## config.mk

```make
export PLATFORM = sky130hd
export DESIGN_NAME = prm_clock_control
export DESIGN_NICKNAME = d
export VERILOG_FILES = /design/src/hw/prm_pkg.sv /design/src/hw/prm_clock_control.sv /design/src/hw/prm_prescaler.sv
export VERILOG_INCLUDE_DIRS = /design/src /design/src/hw
export SDC_FILE = /design/constraint.sdc
export NUM_CORES = 1
export LEC_CHECK = 0
export BUFFER_PORTS_ARGS = -buffer_cell sky130_fd_sc_hd__buf_4
export CAP_MARGIN = 20
export CORE_MARGIN = 8
export CORE_UTILIZATION = 40
export CTS_BUF_LIST = sky130_fd_sc_hd__clkbuf_8
export CTS_CLUSTER_SIZE = 25
export DETAILED_ROUTE_END_ITERATION = 7
export PLACE_DENSITY = 0.67
export RECOVER_POWER = 50
export SLEW_MARGIN = 0
export SYNTH_ARGS = -nofsm -noshare
export SYNTH_HDL_FRONTEND = slang
export SYNTH_SLANG_ARGS = --single-unit
```

## constraint.sdc

```tcl
create_clock -name clock -period 1.7 [get_ports clock]
set_input_delay 0.085 -clock clock [delete_from_list [all_inputs] [get_ports clock]]
set_output_delay 0.085 -clock clock [all_outputs]
set_load 0.05 [all_outputs]
```

## src/hw/prm_regs.svh

```systemverilog
`ifndef PRM_REGS_SVH
`define PRM_REGS_SVH

// Register byte offsets
`define PRM_OFS_CLOCK_PRESCALER_CONTROL   8'h00
`define PRM_OFS_IDLE_ENABLE_CONTROL_ONE   8'h04
`define PRM_OFS_IDLE_ENABLE_CONTROL_TWO   8'h08
`define PRM_OFS_RESTORE_POWER_DELAY       8'h0C
`define PRM_OFS_MASTER_SOFTWARE_RESET     8'h10
`define PRM_OFS_PERIPHERAL_RESET_CONTROL  8'h14
`define PRM_OFS_CLOCK_RESET_STATUS        8'h18
`define PRM_OFS_CLOCK_OUTPUT_DEFINITION   8'h1C
`define PRM_OFS_CLOCK_OUTPUT_RESERVED     8'h20
`define PRM_OFS_IDLE_ENABLE_CONTROL_THREE 8'h24

// Register bank geometry
`define PRM_REG_COUNT       4'hA
`define PRM_REG_INDEX_LSB   2
`define PRM_REG_INDEX_MSB   5
`define PRM_ADDR_LOW_ZERO   2'h0
`define PRM_ADDR_HIGH_ZERO  2'h0

// Reset values
`define PRM_RST_CLOCK_PRESCALER_CONTROL 32'h0000_3000
`define PRM_RST_OTHER                   32'h0000_0000
`define PRM_READ_UNMAPPED               32'h0000_0000

// Clock prescaler control field positions
`define PRM_BIT_IRQ_HALF        14
`define PRM_BIT_SIGPROC_IN_RST  13
`define PRM_BIT_TIMER_SRC       12
`define PRM_FLD_SIGPROC_MMU     11:10
`define PRM_FLD_TRAFFIC         9:8
`define PRM_FLD_SIGPROC_CORE    7:6
`define PRM_FLD_MAIN_CORE       5:4
`define PRM_FLD_DISPLAY         3:2
`define PRM_FLD_EXT_PERIPH      1:0

`endif

```

## src/hw/prm_pkg.sv

```systemverilog
package prm_pkg;

   // Prescaler ratio encoding
   typedef enum logic [1:0] {
      PRM_DIV1 = 2'h0,
      PRM_DIV2 = 2'h1,
      PRM_DIV4 = 2'h2,
      PRM_DIV8 = 2'h3
   } prm_div_type;

endpackage : prm_pkg

```

## src/hw/prm_clock_control.sv

```systemverilog
// Operation
// - bit 14 halves interrupt controller clock
// - bit 13 lets processor clock run in reset
// - bit 12 picks timer clock source
// - bits 11:10 divide clock two for MMU
// - bits 9:8 divide clock three for traffic
// - bits 7:6 divide clock two for processor
// - bits 5:4 divide clock one for core
// - bits 3:2 divide clock three for display
// - bits 1:0 divide clock one for peripherals
// - ten RW registers, offsets 0x00 to 0x24
`timescale 1ns/1ps
`include "prm_regs.svh"

module prm_clock_control
   import prm_pkg::*;
(
   input  wire logic        clock,
   input  wire logic        rstn,
   input  wire logic        reg_sel,
   input  wire logic        reg_wr,
   input  wire logic [7:0]  reg_addr,
   input  wire logic [31:0] reg_wdata,
   output logic      [31:0] reg_rdata,
   input  wire logic        input_reference_clock,
   input  wire logic        generated_clock_one,
   input  wire logic        generated_clock_two,
   input  wire logic        generated_clock_three,
   input  wire logic        sigproc_in_reset,
   output logic             main_core_clock,
   output logic             irq_ctrl_clock,
   output logic             sigproc_core_clock,
   output logic             sigproc_mmu_clock,
   output logic             traffic_ctrl_clock,
   output logic             display_ctrl_clock,
   output logic             ext_peripheral_clock,
   output logic             main_timer_clock
);

   localparam int NREG = int'(`PRM_REG_COUNT);

   logic [31:0] regs [0:NREG-1];

   wire  [3:0]  reg_index;
   wire         reg_hit;
   wire         reg_write;
   wire  [31:0] read_value;
   wire  [31:0] ctl;

   wire              irq_ctrl_clock_half_select;
   wire              sigproc_clock_in_reset_enable;
   wire              timer_clock_source_select;
   wire prm_div_type sigproc_mmu_divider;
   wire prm_div_type traffic_ctrl_divider;
   wire prm_div_type sigproc_core_divider;
   wire prm_div_type main_core_divider;
   wire prm_div_type display_ctrl_divider;
   wire prm_div_type ext_peripheral_divider;
   wire prm_div_type irq_divider;
   wire              sigproc_run;
   wire              next_main_timer_clock;

   // Word-aligned decode of the ten registers
   assign reg_index = reg_addr[`PRM_REG_INDEX_MSB:`PRM_REG_INDEX_LSB];
   assign reg_hit   = (reg_addr[1:0] == `PRM_ADDR_LOW_ZERO)
                    & (reg_addr[7:6] == `PRM_ADDR_HIGH_ZERO)
                    & (reg_index < `PRM_REG_COUNT);
   assign reg_write = reg_sel & reg_wr & reg_hit;
   assign read_value = reg_hit ? regs[reg_index] : `PRM_READ_UNMAPPED;

   // Register storage, full 32-bit writes
   always_ff @(posedge clock or negedge rstn) begin
      if (!rstn) begin
         for (int i = 0; i < NREG; i++) begin
            regs[i] <= `PRM_RST_OTHER;
         end
         regs[0] <= `PRM_RST_CLOCK_PRESCALER_CONTROL;
      end else if (reg_write) begin
         regs[reg_index] <= reg_wdata;
      end
   end

   // Read data registered, one cycle after the read strobe
   always_ff @(posedge clock or negedge rstn) begin
      if (!rstn) begin
         reg_rdata <= `PRM_READ_UNMAPPED;
      end else if (reg_sel & ~reg_wr) begin
         reg_rdata <= read_value;
      end
   end

   // Field extraction; upper reserved bits feed nothing
   assign ctl = regs[0];
   assign irq_ctrl_clock_half_select    = ctl[`PRM_BIT_IRQ_HALF];
   assign sigproc_clock_in_reset_enable = ctl[`PRM_BIT_SIGPROC_IN_RST];
   assign timer_clock_source_select     = ctl[`PRM_BIT_TIMER_SRC];
   assign sigproc_mmu_divider    = prm_div_type'(ctl[`PRM_FLD_SIGPROC_MMU]);
   assign traffic_ctrl_divider   = prm_div_type'(ctl[`PRM_FLD_TRAFFIC]);
   assign sigproc_core_divider   = prm_div_type'(ctl[`PRM_FLD_SIGPROC_CORE]);
   assign main_core_divider      = prm_div_type'(ctl[`PRM_FLD_MAIN_CORE]);
   assign display_ctrl_divider   = prm_div_type'(ctl[`PRM_FLD_DISPLAY]);
   assign ext_peripheral_divider = prm_div_type'(ctl[`PRM_FLD_EXT_PERIPH]);

   // Interrupt controller runs at core rate or half of it
   assign irq_divider = irq_ctrl_clock_half_select ? PRM_DIV2
                                                   : PRM_DIV1;

   // Processor clock held off in reset unless enabled
   assign sigproc_run = ~sigproc_in_reset
                      | sigproc_clock_in_reset_enable;

   // Timer source mux
   assign next_main_timer_clock = timer_clock_source_select
                                ? generated_clock_one
                                : input_reference_clock;

   always_ff @(posedge clock or negedge rstn) begin
      if (!rstn) begin
         main_timer_clock <= 1'b0;
      end else begin
         main_timer_clock <= next_main_timer_clock;
      end
   end

   // Domain prescalers
   prm_prescaler u_mmu (
      .clock   (clock),
      .rstn    (rstn),
      .src_en  (generated_clock_two),
      .run     (sigproc_run),
      .div_sel (sigproc_mmu_divider),
      .out_en  (sigproc_mmu_clock)
   );

   prm_prescaler u_traffic (
      .clock   (clock),
      .rstn    (rstn),
      .src_en  (generated_clock_three),
      .run     (1'b1),
      .div_sel (traffic_ctrl_divider),
      .out_en  (traffic_ctrl_clock)
   );

   prm_prescaler u_sigproc (
      .clock   (clock),
      .rstn    (rstn),
      .src_en  (generated_clock_two),
      .run     (sigproc_run),
      .div_sel (sigproc_core_divider),
      .out_en  (sigproc_core_clock)
   );

   prm_prescaler u_main (
      .clock   (clock),
      .rstn    (rstn),
      .src_en  (generated_clock_one),
      .run     (1'b1),
      .div_sel (main_core_divider),
      .out_en  (main_core_clock)
   );

   prm_prescaler u_display (
      .clock   (clock),
      .rstn    (rstn),
      .src_en  (generated_clock_three),
      .run     (1'b1),
      .div_sel (display_ctrl_divider),
      .out_en  (display_ctrl_clock)
   );

   prm_prescaler u_periph (
      .clock   (clock),
      .rstn    (rstn),
      .src_en  (generated_clock_one),
      .run     (1'b1),
      .div_sel (ext_peripheral_divider),
      .out_en  (ext_peripheral_clock)
   );

   prm_prescaler u_irq (
      .clock   (clock),
      .rstn    (rstn),
      .src_en  (main_core_clock),
      .run     (1'b1),
      .div_sel (irq_divider),
      .out_en  (irq_ctrl_clock)
   );

endmodule : prm_clock_control

```

## src/hw/prm_prescaler.sv

```systemverilog
`timescale 1ns/1ps

module prm_prescaler
   import prm_pkg::*;
#(
   parameter int CW = 3
) (
   input  wire logic        clock,
   input  wire logic        rstn,
   input  wire logic        src_en,
   input  wire logic        run,
   input  wire prm_div_type div_sel,
   output logic             out_en
);

   logic [CW-1:0] count;
   logic [CW-1:0] mask;
   wire           hit;

   // Low count bits that must be zero for a pass-through
   always_comb begin
      case (div_sel)
         PRM_DIV1: mask = CW'(0);
         PRM_DIV2: mask = CW'(1);
         PRM_DIV4: mask = CW'(3);
         PRM_DIV8: mask = CW'(7);
         default:  mask = CW'(0);
      endcase
   end

   assign hit = ((count & mask) == CW'(0));

   // Count source pulses, pass one of every 1, 2, 4 or 8
   always_ff @(posedge clock or negedge rstn) begin
      if (!rstn) begin
         count  <= '0;
         out_en <= 1'b0;
      end else begin
         out_en <= src_en & run & hit;
         if (src_en) begin
            count <= count + CW'(1);
         end
      end
   end

endmodule : prm_prescaler

```

# [After elaboration in Yosys (flattened, before gate mapping)]
# Index checks and enable logic that the tools add are counted.
[word_totals] reg_bits=381 inputBits=49 out_inout_bits=40 elab_cells=114
[op_classes] add_sub_neg=7 order_cmp=3 eq_ne=21 muxes=16 n_bitwise=24 n_reduce_logical=17
[ops] op="$bwmux 320" n=1
[ops] op="$bmux 32 s4" n=1
[ops] op="$demux 32 s4" n=1
[ops] op="$mux 32" n=4
[ops] op="$pmux 3 s4" n=7
[ops] op="$eq 2x2->1 const B" n=12
[ops] op="$add 3x1->3 const B" n=7
[ops] op="$and 3x3->3" n=7
[ops] op="$logic_not 3->1" n=7
[ops] op="$logic_not 2->1" n=9
[ops] op="$and 1x1->1" n=13
[ops] op="$eq 2x1->1 const B" n=6
[ops] op="$ge 5x5->1 const B" n=1
[ops] op="$lt 5x1->1 const B" n=1
[ops] op="$not 4->5" n=1
[ops] op="$eq 1x2->1 const B" n=2
[ops] op="$lt 4x4->1 const B" n=1
[ops] op="$mux 1" n=2
[ops] op="$not 1->1" n=2
[ops] op="$eq 1x1->1 const B" n=1
[ops] op="$logic_and 1x1->1" n=1
[ops] op="$or 1x1->1" n=1

# [Depth between registers and ports, before layout]
# Gate-level depths: netlist of run 1.
[logic_depth] ltp_word=6 mapped_depth=6 mapped_depth_nobuf=3

# [Modules after synthesis]
# Synthesis of run 1 repeated with hierarchy kept, for this count alone.
[unflattened] hier_cells=1082 hier_area_um2=16908.7
[modules_own_cells] module="prm_clock_control" instances=1 cells_each=991 area_each_um2=15691.3 seq_area_each_um2=8836.0
[modules_own_cells] module="prm_prescaler" instances=7 cells_each=13 area_each_um2=173.9 seq_area_each_um2=100.1

# [Least setup slack after synthesis of run 1]
# OpenSTA, ideal clock, no wires.
[synth_timing] kind="input to register" from="input reg_addr[7]" to="register regs, in the netlist ctl[10]" setup_time_ns=0.125 arrival_ns=1.849 required_ns=1.575 setup_slack_ns=-0.274 path_stages=6 n_path_buf=3 cell_sequence="or4_4 > buf_6 > or4b_1 > buf_2 > buf_6 > mux2_4"
[synth_between] elab_chain_cells=4
[synth_lines] element="start, declared" line_no="prm_clock_control.sv:22" text="input wire logic [7:0] reg_addr,"
[synth_lines] element="$logic_not 2->1 (no source line)"
[synth_lines] element="$and 1x1->1 (2 in series)" line_no="prm_clock_control.sv:65" text="assign reg_hit = (reg_addr[1:0] == `PRM_ADDR_LOW_ZERO)"
[synth_lines] element="$and 1x1->1" line_no="prm_clock_control.sv:68" text="assign reg_write = reg_sel & reg_wr & reg_hit;"
[synth_lines] element="end signal, assigned by index" line_no="prm_clock_control.sv:75" text="regs[i] <= `PRM_RST_OTHER;"
[synth_lines] element="end signal, assigned by index" line_no="prm_clock_control.sv:79" text="regs[reg_index] <= reg_wdata;"
[synth_lines] element="end, declared" line_no="prm_clock_control.sv:42" text="logic [31:0] regs [0:NREG-1];"
# No other way between the ends.
# A chain may end at the register's enable or synchronous reset.

# [Worst setup path after layout of run 1]
[layout_timing] from="input reg_addr[7]" to="register regs, in the netlist ctl[23]"
# Same word-level chain as after synthesis.

==> results.py, run 1 <==
metrics = {
    "power": {
        "ir_worst_vdd_v": 0.000443,
        "powerDensity_nw_per_um2": 942,
        "leakage_uw": 0.00984,
    },
    "detailed_routing": {
        "vias": 9491,
        "drt_iter0_markers": 428,
        "routed_wl_um": 37900,
        "ant_nets": 0,
        "drc_errors": 0,
        "avgRoutedWirePerCell_um": 21.1,
        "via_per_inst": 5.28,
        "first_pass_iters": 4,
    },
    "layout": {
        "syn2layout_area_growth_pct": 19.5,
        "drive_gt1_share_pct": 51.1,
        "final_cell_count_no_fill": 1797,
        "post-route-util_pct": 48.1,
        "finalInstanceArea_sq_um": 20000,
        "num-nets-final": 1268,
        "nFillCells": 3580,
    },
    "yosys": {
        "syn_inst": 1072,
        "synth_edf_count": 0,
        "syn_nets": 1127,
        "synth-main-ff-cell": "dfrtp_1",
        "ys_ff_latch": 379,
        "ys_types": 32,
        "synth_most_common_cell": "dfrtp_1",
        "syn_avg_cell_area_sq_um": 15.6,
        "ys_warn_count": 0,
        "yosysTopAreaCell": "dfrtp_1",
        "netlist.area_leader.share_pct": 56.3,
        "synth_area_sq_um": 16800,
        "synth-seq-area-share_pct": 56.6,
        "synth_area_leaders": "dfrtp_1, mux2_2, mux4_2, mux2i_1, mux2_4",
        "yosys-top-cells-count": "dfrtp_1, mux2_2, mux2i_1, mux4_2, nand2_1",
        "async_flop_share_pct": 100,
    },
    "global_routing": {
        "antenna_found_initial": 1,
        "grt_pass1_vias": 10500,
        "grt_pass1_wl_um": 60800,
        "grt_usage_pct": 16.0,
        "grt_max_degree": 66,
        "gr-total-overflow": 0,
    },
    "placed_design": {
        "place_congestion": 0.761,
        "io_buffers": 88,
        "place_area_sq_um": 18600,
        "hpwl_um": 23400,
        "place_inst": 1650,
    },
    "clocking": {
        "insertion_delay_ns": 0.61,
        "cts-htree-levels": 2,
        "cts_tree": "done",
        "clk_pin_slew_ns": 0.06,
        "root_buffer": "clkbuf_8",
        "ctsResizeCount": 0,
        "cts_buffer_depth": 3,
        "cts_buffers": 60,
        "cts.sinks": 379,
        "cts_setup_buffers": 0,
    },
    "timing": {
        "tns_ns": 0,
        "slew_violations": 0,
        "worst_slew_pin_slew_ns": 1.07,
        "whs_ns": 0.126,
        "fin_worst_skew_ns": 0.0195,
        "hold_viol": 0,
        "timing.fmax_ghz": 0.633,
        "finalCriticalPeriod_ns": 1.58,
        "timing.final.crit_share_pct": 93.0,
        "relSlewSlack_pct": 28.7,
        "setup_viol": 0,
        "rsz0062_at_grt": "no",
    },
    "setup_path": {
        "cp_max_fo": 11,
        "start_kind": "input pin",
        "arrival_ns": 2.06,
        "end_kind": "register",
        "path_class": "in2reg",
        "required_ns": 2.18,
    },
    "floorplan": {
        "pin_count": 89,
        "die_area_sq_um": 48700,
        "core.rowCount": 75,
        "die_height_um": 221,
        "fp.dieW_um": 221,
        "fp.coreArea_sq_um": 41700,
        "start_util_pct": 40.3,
    },
    "hold_path": {
        "min_path_type": "in2reg",
    },
    "flow_run": {
        "cap_viol_max_count": 0,
    },
    "status": {
        "outcome": "completed",
    },
}
[routing by layer]
layer | track usage [%] | share of wire, % | up-vias
met5 | 0 | 0 | -
met4 | 4.16 | 1.6 | 0
met3 | 3.02 | 4.0 | 47
met2 | 24.9 | 46 | 137
met1 | 22.8 | 48 | 5076
li1 | - | - | 4231
[cell type report]
| cell class | instances | area, sq um | share of cell area [%] |
|---|---|---|---|
| flip-flops and latches | 379 | 9490 | 47.3 |
| multi-input cells | 590 | 7090 | 35.3 |
| repair buffers | 181 | 1620 | 8.10 |
| clock buffers | 76 | 1050 | 5.22 |
| well taps | 539 | 674 | 3.36 |
| clock inverters | 30 | 124 | 0.618 |
| inverters | 1 | 3.75 | 0.0187 |
| diodes | 1 | 2.50 | 0.0125 |
[layout by cell type (no fill, tap or decap), types with 2 or more instances in the layout]
| cell type | n |
|---|---|
| dfrtp_1 | 377 |
| mux2_2 | 279 |
| buf_4 | 117 |
| clkbuf_8 | 76 |
| mux2i_1 | 64 |
| mux4_2 | 64 |
| nand2_1 | 44 |
| dlygate4sd3_1 | 39 |
| mux2_4 | 32 |
| o221ai_2 | 30 |
| inv_1 | 26 |
| mux2_1 | 16 |
| buf_12 | 15 |
| xor2_1 | 7 |
| a21o_1 | 6 |
| nor4_4 | 6 |
| xnor2_1 | 6 |
| ha_1 | 6 |
| o21ai_0 | 5 |
| a21oi_1 | 4 |
| nand2b_1 | 4 |
| or4b_2 | 3 |
| clkinv_2 | 3 |
| clkbuf_2 | 3 |
| clkbuf_4 | 3 |
| o21a_1 | 2 |
| a211oi_1 | 2 |
| o221ai_1 | 2 |
| clkinvlp_4 | 2 |
| clkbuf_1 | 2 |
| buf_2 | 2 |
[logic make-up after synthesis]
logic type | share of synthesized area [%]
multiplexers | 35.0
flip-flops | 56.6
buffers and inverters | 2.74
AND/OR/NAND/NOR | 2.10
AO/OA/AOI/OAI | 2.43
XOR/XNOR | 0.679
adder cells (fa/ha/maj) | 0.448
[critical path, cell delays in order]
cell and delay (ns):
buf_4 0.11, or4_4 0.56, or4b_2 0.72, buf_4 0.27
mux2_4 0.32
[repair_timing]
action | 4_1_cts | 5_1_grt
endpoints found under the setup margin | 0 | 0
hold endpoints to repair | 722 | 0
hold buffers | 40 | 0
[registers in the layout, indices dropped and copies added (netlist names), 3 cells and up]
signal           count
u_traffic.count      3
u_main.count         3
reg_rdata           32
u_sigproc.count      3
regs               288
u_display.count      3
ctl                 32
u_mmu.count          3
u_periph.count       3
[where the power goes]
group	internal [uW]	leakage, uW	total (uW)	switching (uW)
clock network	3970	0.000692	7420	3450
registers	9490	0.00520	9810	324
logic	831	0.00395	1660	827
total	14300	0.00984	18900	4600
[worst paths after layout]
| check | depth (start not counted) | from | slack (ns) | end |
|---|---|---|---|---|
| max | 5 | reg_addr[7] | 0.12 | ctl[23] |
| min | 5 | reg_sel | 0.13 | reg_rdata[27] |
| max reg2reg | 2 | ctl[12] | 0.13 | main_timer_clock |
| min reg2reg | 1 | u_irq.count[0] | 0.47 | u_irq.count[0] |
| max in group asynchronous | 3 | rstn | 0.43 | regs[21] |
| min in group asynchronous | 3 | rstn | 0.55 | regs[255] |
[stage by stage]
stage,total power (uW),worst slack [ns]
3_5_place_dp,11600,-0.498
2_1_floorplan,10900,-0.274
5_1_grt,19800,0.0872
4_1_cts,19200,0.126
6_report,18900,0.119
3_3_place_gp,11500,-0.479
No activity file was read; power rests on OpenSTA's default activity.
==> inputs of run 2 (changes only) <==
--- a/config.mk
+++ b/config.mk
@@ -13,7 +13,8 @@
 export CTS_BUF_LIST = sky130_fd_sc_hd__clkbuf_8
 export CTS_CLUSTER_SIZE = 25
 export DETAILED_ROUTE_END_ITERATION = 7
-export PLACE_DENSITY = 0.67
+export GPL_ROUTABILITY_DRIVEN = 0
+export PLACE_DENSITY = 0.68
 export RECOVER_POWER = 50
 export SLEW_MARGIN = 0
 export SYNTH_ARGS = -nofsm -noshare
==> constraint.sdc (replaced) <==
create_clock -name clock -period 1.7 [get_ports clock]
set_input_delay 0.085 -clock clock [delete_from_list [all_inputs] [get_ports clock]]
set_output_delay 0.085 -clock clock [all_outputs]
set_load 0.005 [all_outputs]
==> results.py, run 2 (synthesis results as in run 1) <==
metrics = {
    "clocking": {
        "cts-htree-levels": 3,
        "insertion_delay_ns": 0.59,
        "cts_setup_buffers": 0,
        "cts_hold_buf": 41,
        "clk_pin_slew_ns": 0.06,
        "cts_buffers": 67,
        "ctsResizeCount": 0,
        "cts.sinks": 379,
        "cts_buffer_depth": 3,
        "cts_tree": "done",
        "root_buffer": "clkbuf_8",
    },
    "hold_path": {
        "min-delay-start": "reg_addr[2]",
        "min_path_type": "in2reg",
        "hold_path_depth": 4,
    },
    "layout": {
        "ff_latch_area_sq_um": 9490,
        "num-nets-final": 1287,
        "largest_reg_flops": 288,
        "nFillCells": 3620,
        "drive_gt1_share_pct": 50.2,
        "syn2layout_area_growth_pct": 20.7,
        "final_cell_mix": "dfrtp_1, mux2_2, buf_4, clkbuf_8",
        "multi_input_area_sq_um": 7090,
        "final_common_cell": "dfrtp_1",
        "top_register": "regs",
        "finalInstanceArea_sq_um": 20200,
    },
    "floorplan": {
        "die_height_um": 221,
        "pin_count": 89,
        "die_area_sq_um": 48700,
        "core.rowCount": 75,
        "start_util_pct": 40.3,
        "fp.dieW_um": 221,
        "fp.coreArea_sq_um": 41700,
    },
    "setup_path": {
        "r2r_cells": 2,
        "end_kind": "register",
        "arrival_ns": 2.05,
        "path_class": "in2reg",
        "required_ns": 2.16,
        "regToRegStartpoint": "ctl[12]",
        "start_kind": "input pin",
        "startpoint": "reg_addr[7]",
        "cp_max_fo": 26,
    },
    "detailed_routing": {
        "avgRoutedWirePerCell_um": 20.8,
        "ant_nets": 0,
        "drt_iter0_markers": 549,
        "first_pass_iters": 4,
        "via_per_inst": 5.30,
        "routed_wl_um": 37700,
        "vias": 9633,
        "drc_errors": 0,
    },
    "timing": {
        "finalCriticalPeriod_ns": 1.59,
        "fin_worst_skew_ns": 0.0181,
        "hold_viol": 0,
        "slew_violations": 0,
        "relSlewSlack_pct": 61.5,
        "rsz0062_at_grt": "no",
        "worst_slew_pin_slew_ns": 0.578,
        "setup_viol": 0,
        "timing.final.crit_share_pct": 93.5,
        "timing.fmax_ghz": 0.629,
    },
    "power": {
        "leakage_uw": 0.00988,
        "ir_worst_vdd_v": 0.000386,
        "powerDensity_nw_per_um2": 959,
        "p_total_uw": 19400,
    },
    "global_routing": {
        "gr-total-overflow": 0,
        "grt_usage_pct": 16.2,
        "grt_pass1_vias": 10700,
        "antenna_found_initial": 1,
        "grt_max_degree": 65,
        "grt_pass1_wl_um": 61500,
    },
    "status": {
        "outcome": "completed",
    },
    "placed_design": {
        "place_area_sq_um": 18700,
        "hpwl_um": 23300,
        "io_buffers": 88,
    },
    "flow_run": {
        "cap_viol_max_count": 0,
    },
}
## run 2: cell types whose count changed in the layout (fill, tap and decap cells not counted), moves of 2 or more
cell           before  now
buf_4             117   87
clkbuf_4            3   25
clkbuf_1            2   19
buf_12             15   18
clkbuf_8           76   79
buf_2               2    0
clkbuf_2            3    1
clkinv_2            3    1
dlygate4sd3_1      39   41
inv_1              26   28
inv_8               0    2
## run 2: where the power goes
group	switching [uW]	total [uW]	internal (uW)
combinational	779	1620	843
clock	3630	7990	4360
sequential	311	9800	9490
## run 2: worst paths after layout
kind                            slack (ns)          endpoint
worst max-delay path                  0.11           ctl[20]
worst min-delay path                  0.07     reg_rdata[27]
worst max register to register        0.14  main_timer_clock
worst min register to register        0.47    u_irq.count[0]
max in group asynchronous             0.15         regs[255]
min in group asynchronous             0.52         regs[224]
## run 2: layout make-up
class	count	share of cell area (%)
sequential	379	46.9
inverter	1	0.0185
antenna	1	0.0124
multi-input combinational	590	35.0
tap	539	3.33
clock inverter	34	0.897
timing repair buffer	193	8.47
clock buffer	79	5.37
## run 2: layer usage
metal | vias to the layer above | wire (um) | track usage (%)
met2 | 160 | 18100 | 25.7
met3 | 44 | 1380 | 2.99
li1 | 4276 | - | -
met1 | 5153 | 17800 | 22.6
met4 | 0 | 516 | 4.74
met5 | - | 0 | 0
## run 2: through the flow
stage	util, %	worst slack, ns	TNS (ns)	hold slack [ns]	instances
2_1_floorplan	-	-0.274	-60.81	-0.211	1072
3_3_place_gp	44.9	-0.466	-145.26	0.0549	1661
3_5_place_dp	44.9	-0.482	-149.41	0.0649	1661
4_1_cts	48.9	0.0997	0	0.0277	1815
5_1_grt	48.6	0.0589	0	0.0924	1816
6_report	48.6	0.111	0	0.0696	1816
## run 2: worst max-delay path, cell delays in order
cell	delay (ns)
buf_4	0.11
or4_4	0.57
or4b_2	0.72
buf_12	0.24
mux2_4	0.32
==> inputs of run 3 (changes only) <==
--- a/config.mk
+++ b/config.mk
@@ -9,12 +9,12 @@
 export BUFFER_PORTS_ARGS = -buffer_cell sky130_fd_sc_hd__buf_4
 export CAP_MARGIN = 20
 export CORE_MARGIN = 8
-export CORE_UTILIZATION = 40
+export CORE_UTILIZATION = 50
 export CTS_BUF_LIST = sky130_fd_sc_hd__clkbuf_8
 export CTS_CLUSTER_SIZE = 25
 export DETAILED_ROUTE_END_ITERATION = 7
 export GPL_ROUTABILITY_DRIVEN = 0
-export PLACE_DENSITY = 0.68
+export PLACE_DENSITY = 0.79
 export RECOVER_POWER = 50
 export SLEW_MARGIN = 0
 export SYNTH_ARGS = -nofsm -noshare
==> results.py, run 3 (synthesis results as in run 1) <==
metrics = {
    "status": {
        "outcome": "completed",
    },
    "timing": {
        "worst_slew_pin_slew_ns": 1.13,
        "slew_violations": 0,
        "timing.fmax_ghz": 0.626,
        "timing.final.crit_share_pct": 94.0,
        "fin_worst_skew_ns": 0.0245,
        "rsz0062_at_grt": "no",
        "finalCriticalPeriod_ns": 1.60,
        "hold_viol": 0,
        "relSlewSlack_pct": 24.9,
        "tns_ns": 0,
        "setup_viol": 0,
    },
    "layout": {
        "top_register": "regs",
        "num-nets-final": 1274,
        "final_cell_mix": "dfrtp_1, mux2_2, buf_4, clkbuf_8",
        "final_common_cell": "dfrtp_1",
        "largest_reg_flops": 288,
        "syn2layout_area_growth_pct": 19.2,
        "n_antenna_cell": 0,
        "finalInstanceArea_sq_um": 20000,
        "drive_gt1_share_pct": 51.5,
    },
    "setup_path": {
        "startpoint": "reg_addr[7]",
        "path_class": "in2reg",
        "required_ns": 2.17,
        "end_kind": "register",
        "arrival_ns": 2.07,
        "r2r_cells": 2,
        "start_kind": "input pin",
        "r2r_end": "main_timer_clock",
        "cp_max_fo": 11,
        "reg2reg_slack_ns": 0.14,
        "regToRegStartpoint": "ctl[12]",
    },
    "clocking": {
        "insertion_delay_ns": 0.60,
        "cts.sinks": 379,
        "cts_buffer_depth": 3,
        "cts_buffers": 60,
        "root_buffer": "clkbuf_8",
        "cts-htree-levels": 2,
        "cts_tree": "done",
        "ctsResizeCount": 0,
        "clk_pin_slew_ns": 0.06,
    },
    "hold_path": {
        "min_path_type": "in2reg",
        "min-delay-start": "reg_sel",
        "hold_path_depth": 5,
        "hold_end": "reg_rdata[5]",
    },
    "detailed_routing": {
        "ant_nets": 0,
        "routed_wl_um": 37600,
        "vias": 9670,
        "avgRoutedWirePerCell_um": 22.0,
        "via_per_inst": 5.65,
        "drc_errors": 0,
        "first_pass_iters": 4,
        "drt_iter0_markers": 398,
    },
    "floorplan": {
        "start_util_pct": 50.4,
        "core.rowCount": 67,
        "pin_count": 89,
        "die_height_um": 199,
        "fp.dieW_um": 199,
        "fp.coreArea_sq_um": 33300,
        "die_area_sq_um": 39700,
    },
    "global_routing": {
        "grt_pass1_wl_um": 61200,
        "grt_usage_pct": 19.6,
        "antenna_found_initial": 0,
        "grt_pass1_vias": 10800,
        "grt_max_degree": 71,
        "gr-total-overflow": 0,
    },
    "power": {
        "switching_share_pct": 24.3,
        "combPwrFrac_pct": 8.6,
        "ir_worst_vdd_v": 0.000712,
        "leakage_uw": 0.00986,
        "powerDensity_nw_per_um2": 959,
        "internal-power_uw": 14500,
        "clkPwrFrac_pct": 40.3,
        "p_sw_uw": 4660,
        "power_frac_seq_pct": 51.1,
    },
    "placed_design": {
        "io_buffers": 88,
        "hpwl_um": 23700,
        "place_area_sq_um": 18500,
    },
    "flow_run": {
        "cap_viol_max_count": 0,
    },
}
==> run 3: cell count changes in the layout (fill, tap and decap cells not counted), sizes merged <==
cell / previous run / this run
diode: 1 / 0
clkinvlp: 3 / 2
clkbuf: 124 / 87
dlygate4sd3: 41 / 39
inv: 30 / 19
buf: 107 / 138
clkinv: 1 / 8
==> run 3: power groups by stage <==
stage	Sequential [uW]	Clock, uW	Combinational, uW
final	9810	7730	1640
after global routing	9860	8340	1830
after CTS	9800	7910	1700
after detailed placement	9950	0	1610
after global placement	9920	0	1520
after floorplan	9870	0	1010
==> run 3: repair_timing <==
item	in CTS	in global routing
endpoints found under the hold margin	724	0
setup buffers	0	0
hold buffers	40	0
setup endpoints to repair	0	0
==> run 3: critical path, cell delays in order <==
cell    delay, ns
buf_4        0.11
or4_4        0.57
or4b_2       0.72
buf_4        0.26
mux2_4       0.31
==> run 3: cell type report <==
| class | count | area [sq um] |
|---|---|---|
| Inverter | 1 | 3.75 |
| Clock buffer | 77 | 1060 |
| Multi-Input combinational cell | 590 | 7080 |
| Sequential cell | 379 | 9490 |
| Fill cell | 2503 | 13300 |
| Timing Repair Buffer | 187 | 1640 |
| Tap cell | 448 | 561 |
| Clock inverter | 29 | 164 |
==> run 3: worst max path at each step <==
| stage | to | slack (ns) |
|---|---|---|
| after floorplan | ctl[10] | -0.27 |
| after global routing | ctl[22] | 0.10 |
| after CTS | ctl[22] | 0.13 |
| after detailed placement | ctl[16] | -0.50 |
| after global placement | ctl[14] | -0.47 |
| final | ctl[22] | 0.10 |
==> run 3: per-layer routing <==
layer	vias up	global-route usage, %	wire, um
li1	4253	-	-
met1	5168	27.2	16800
met2	198	31.9	18300
met3	51	3.50	1920
met4	0	4.28	565
met5	-	0	0
==> run 3: stage by stage <==
| step | setup slack [ns] | power [uW] | std cells | util (%) | hold WS, ns |
|---|---|---|---|---|---|
| floorplan | -0.274 | 10900 | 1072 | - | -0.211 |
| global placement | -0.469 | 11400 | 1565 | 55.5 | 0.00120 |
| detailed placement | -0.497 | 11600 | 1565 | 55.5 | 0.00178 |
| CTS | 0.128 | 19400 | 1711 | 60.4 | 0.0910 |
| global route | 0.103 | 20000 | 1711 | 60.1 | 0.169 |
| finish | 0.102 | 19200 | 1711 | 60.1 | 0.162 |
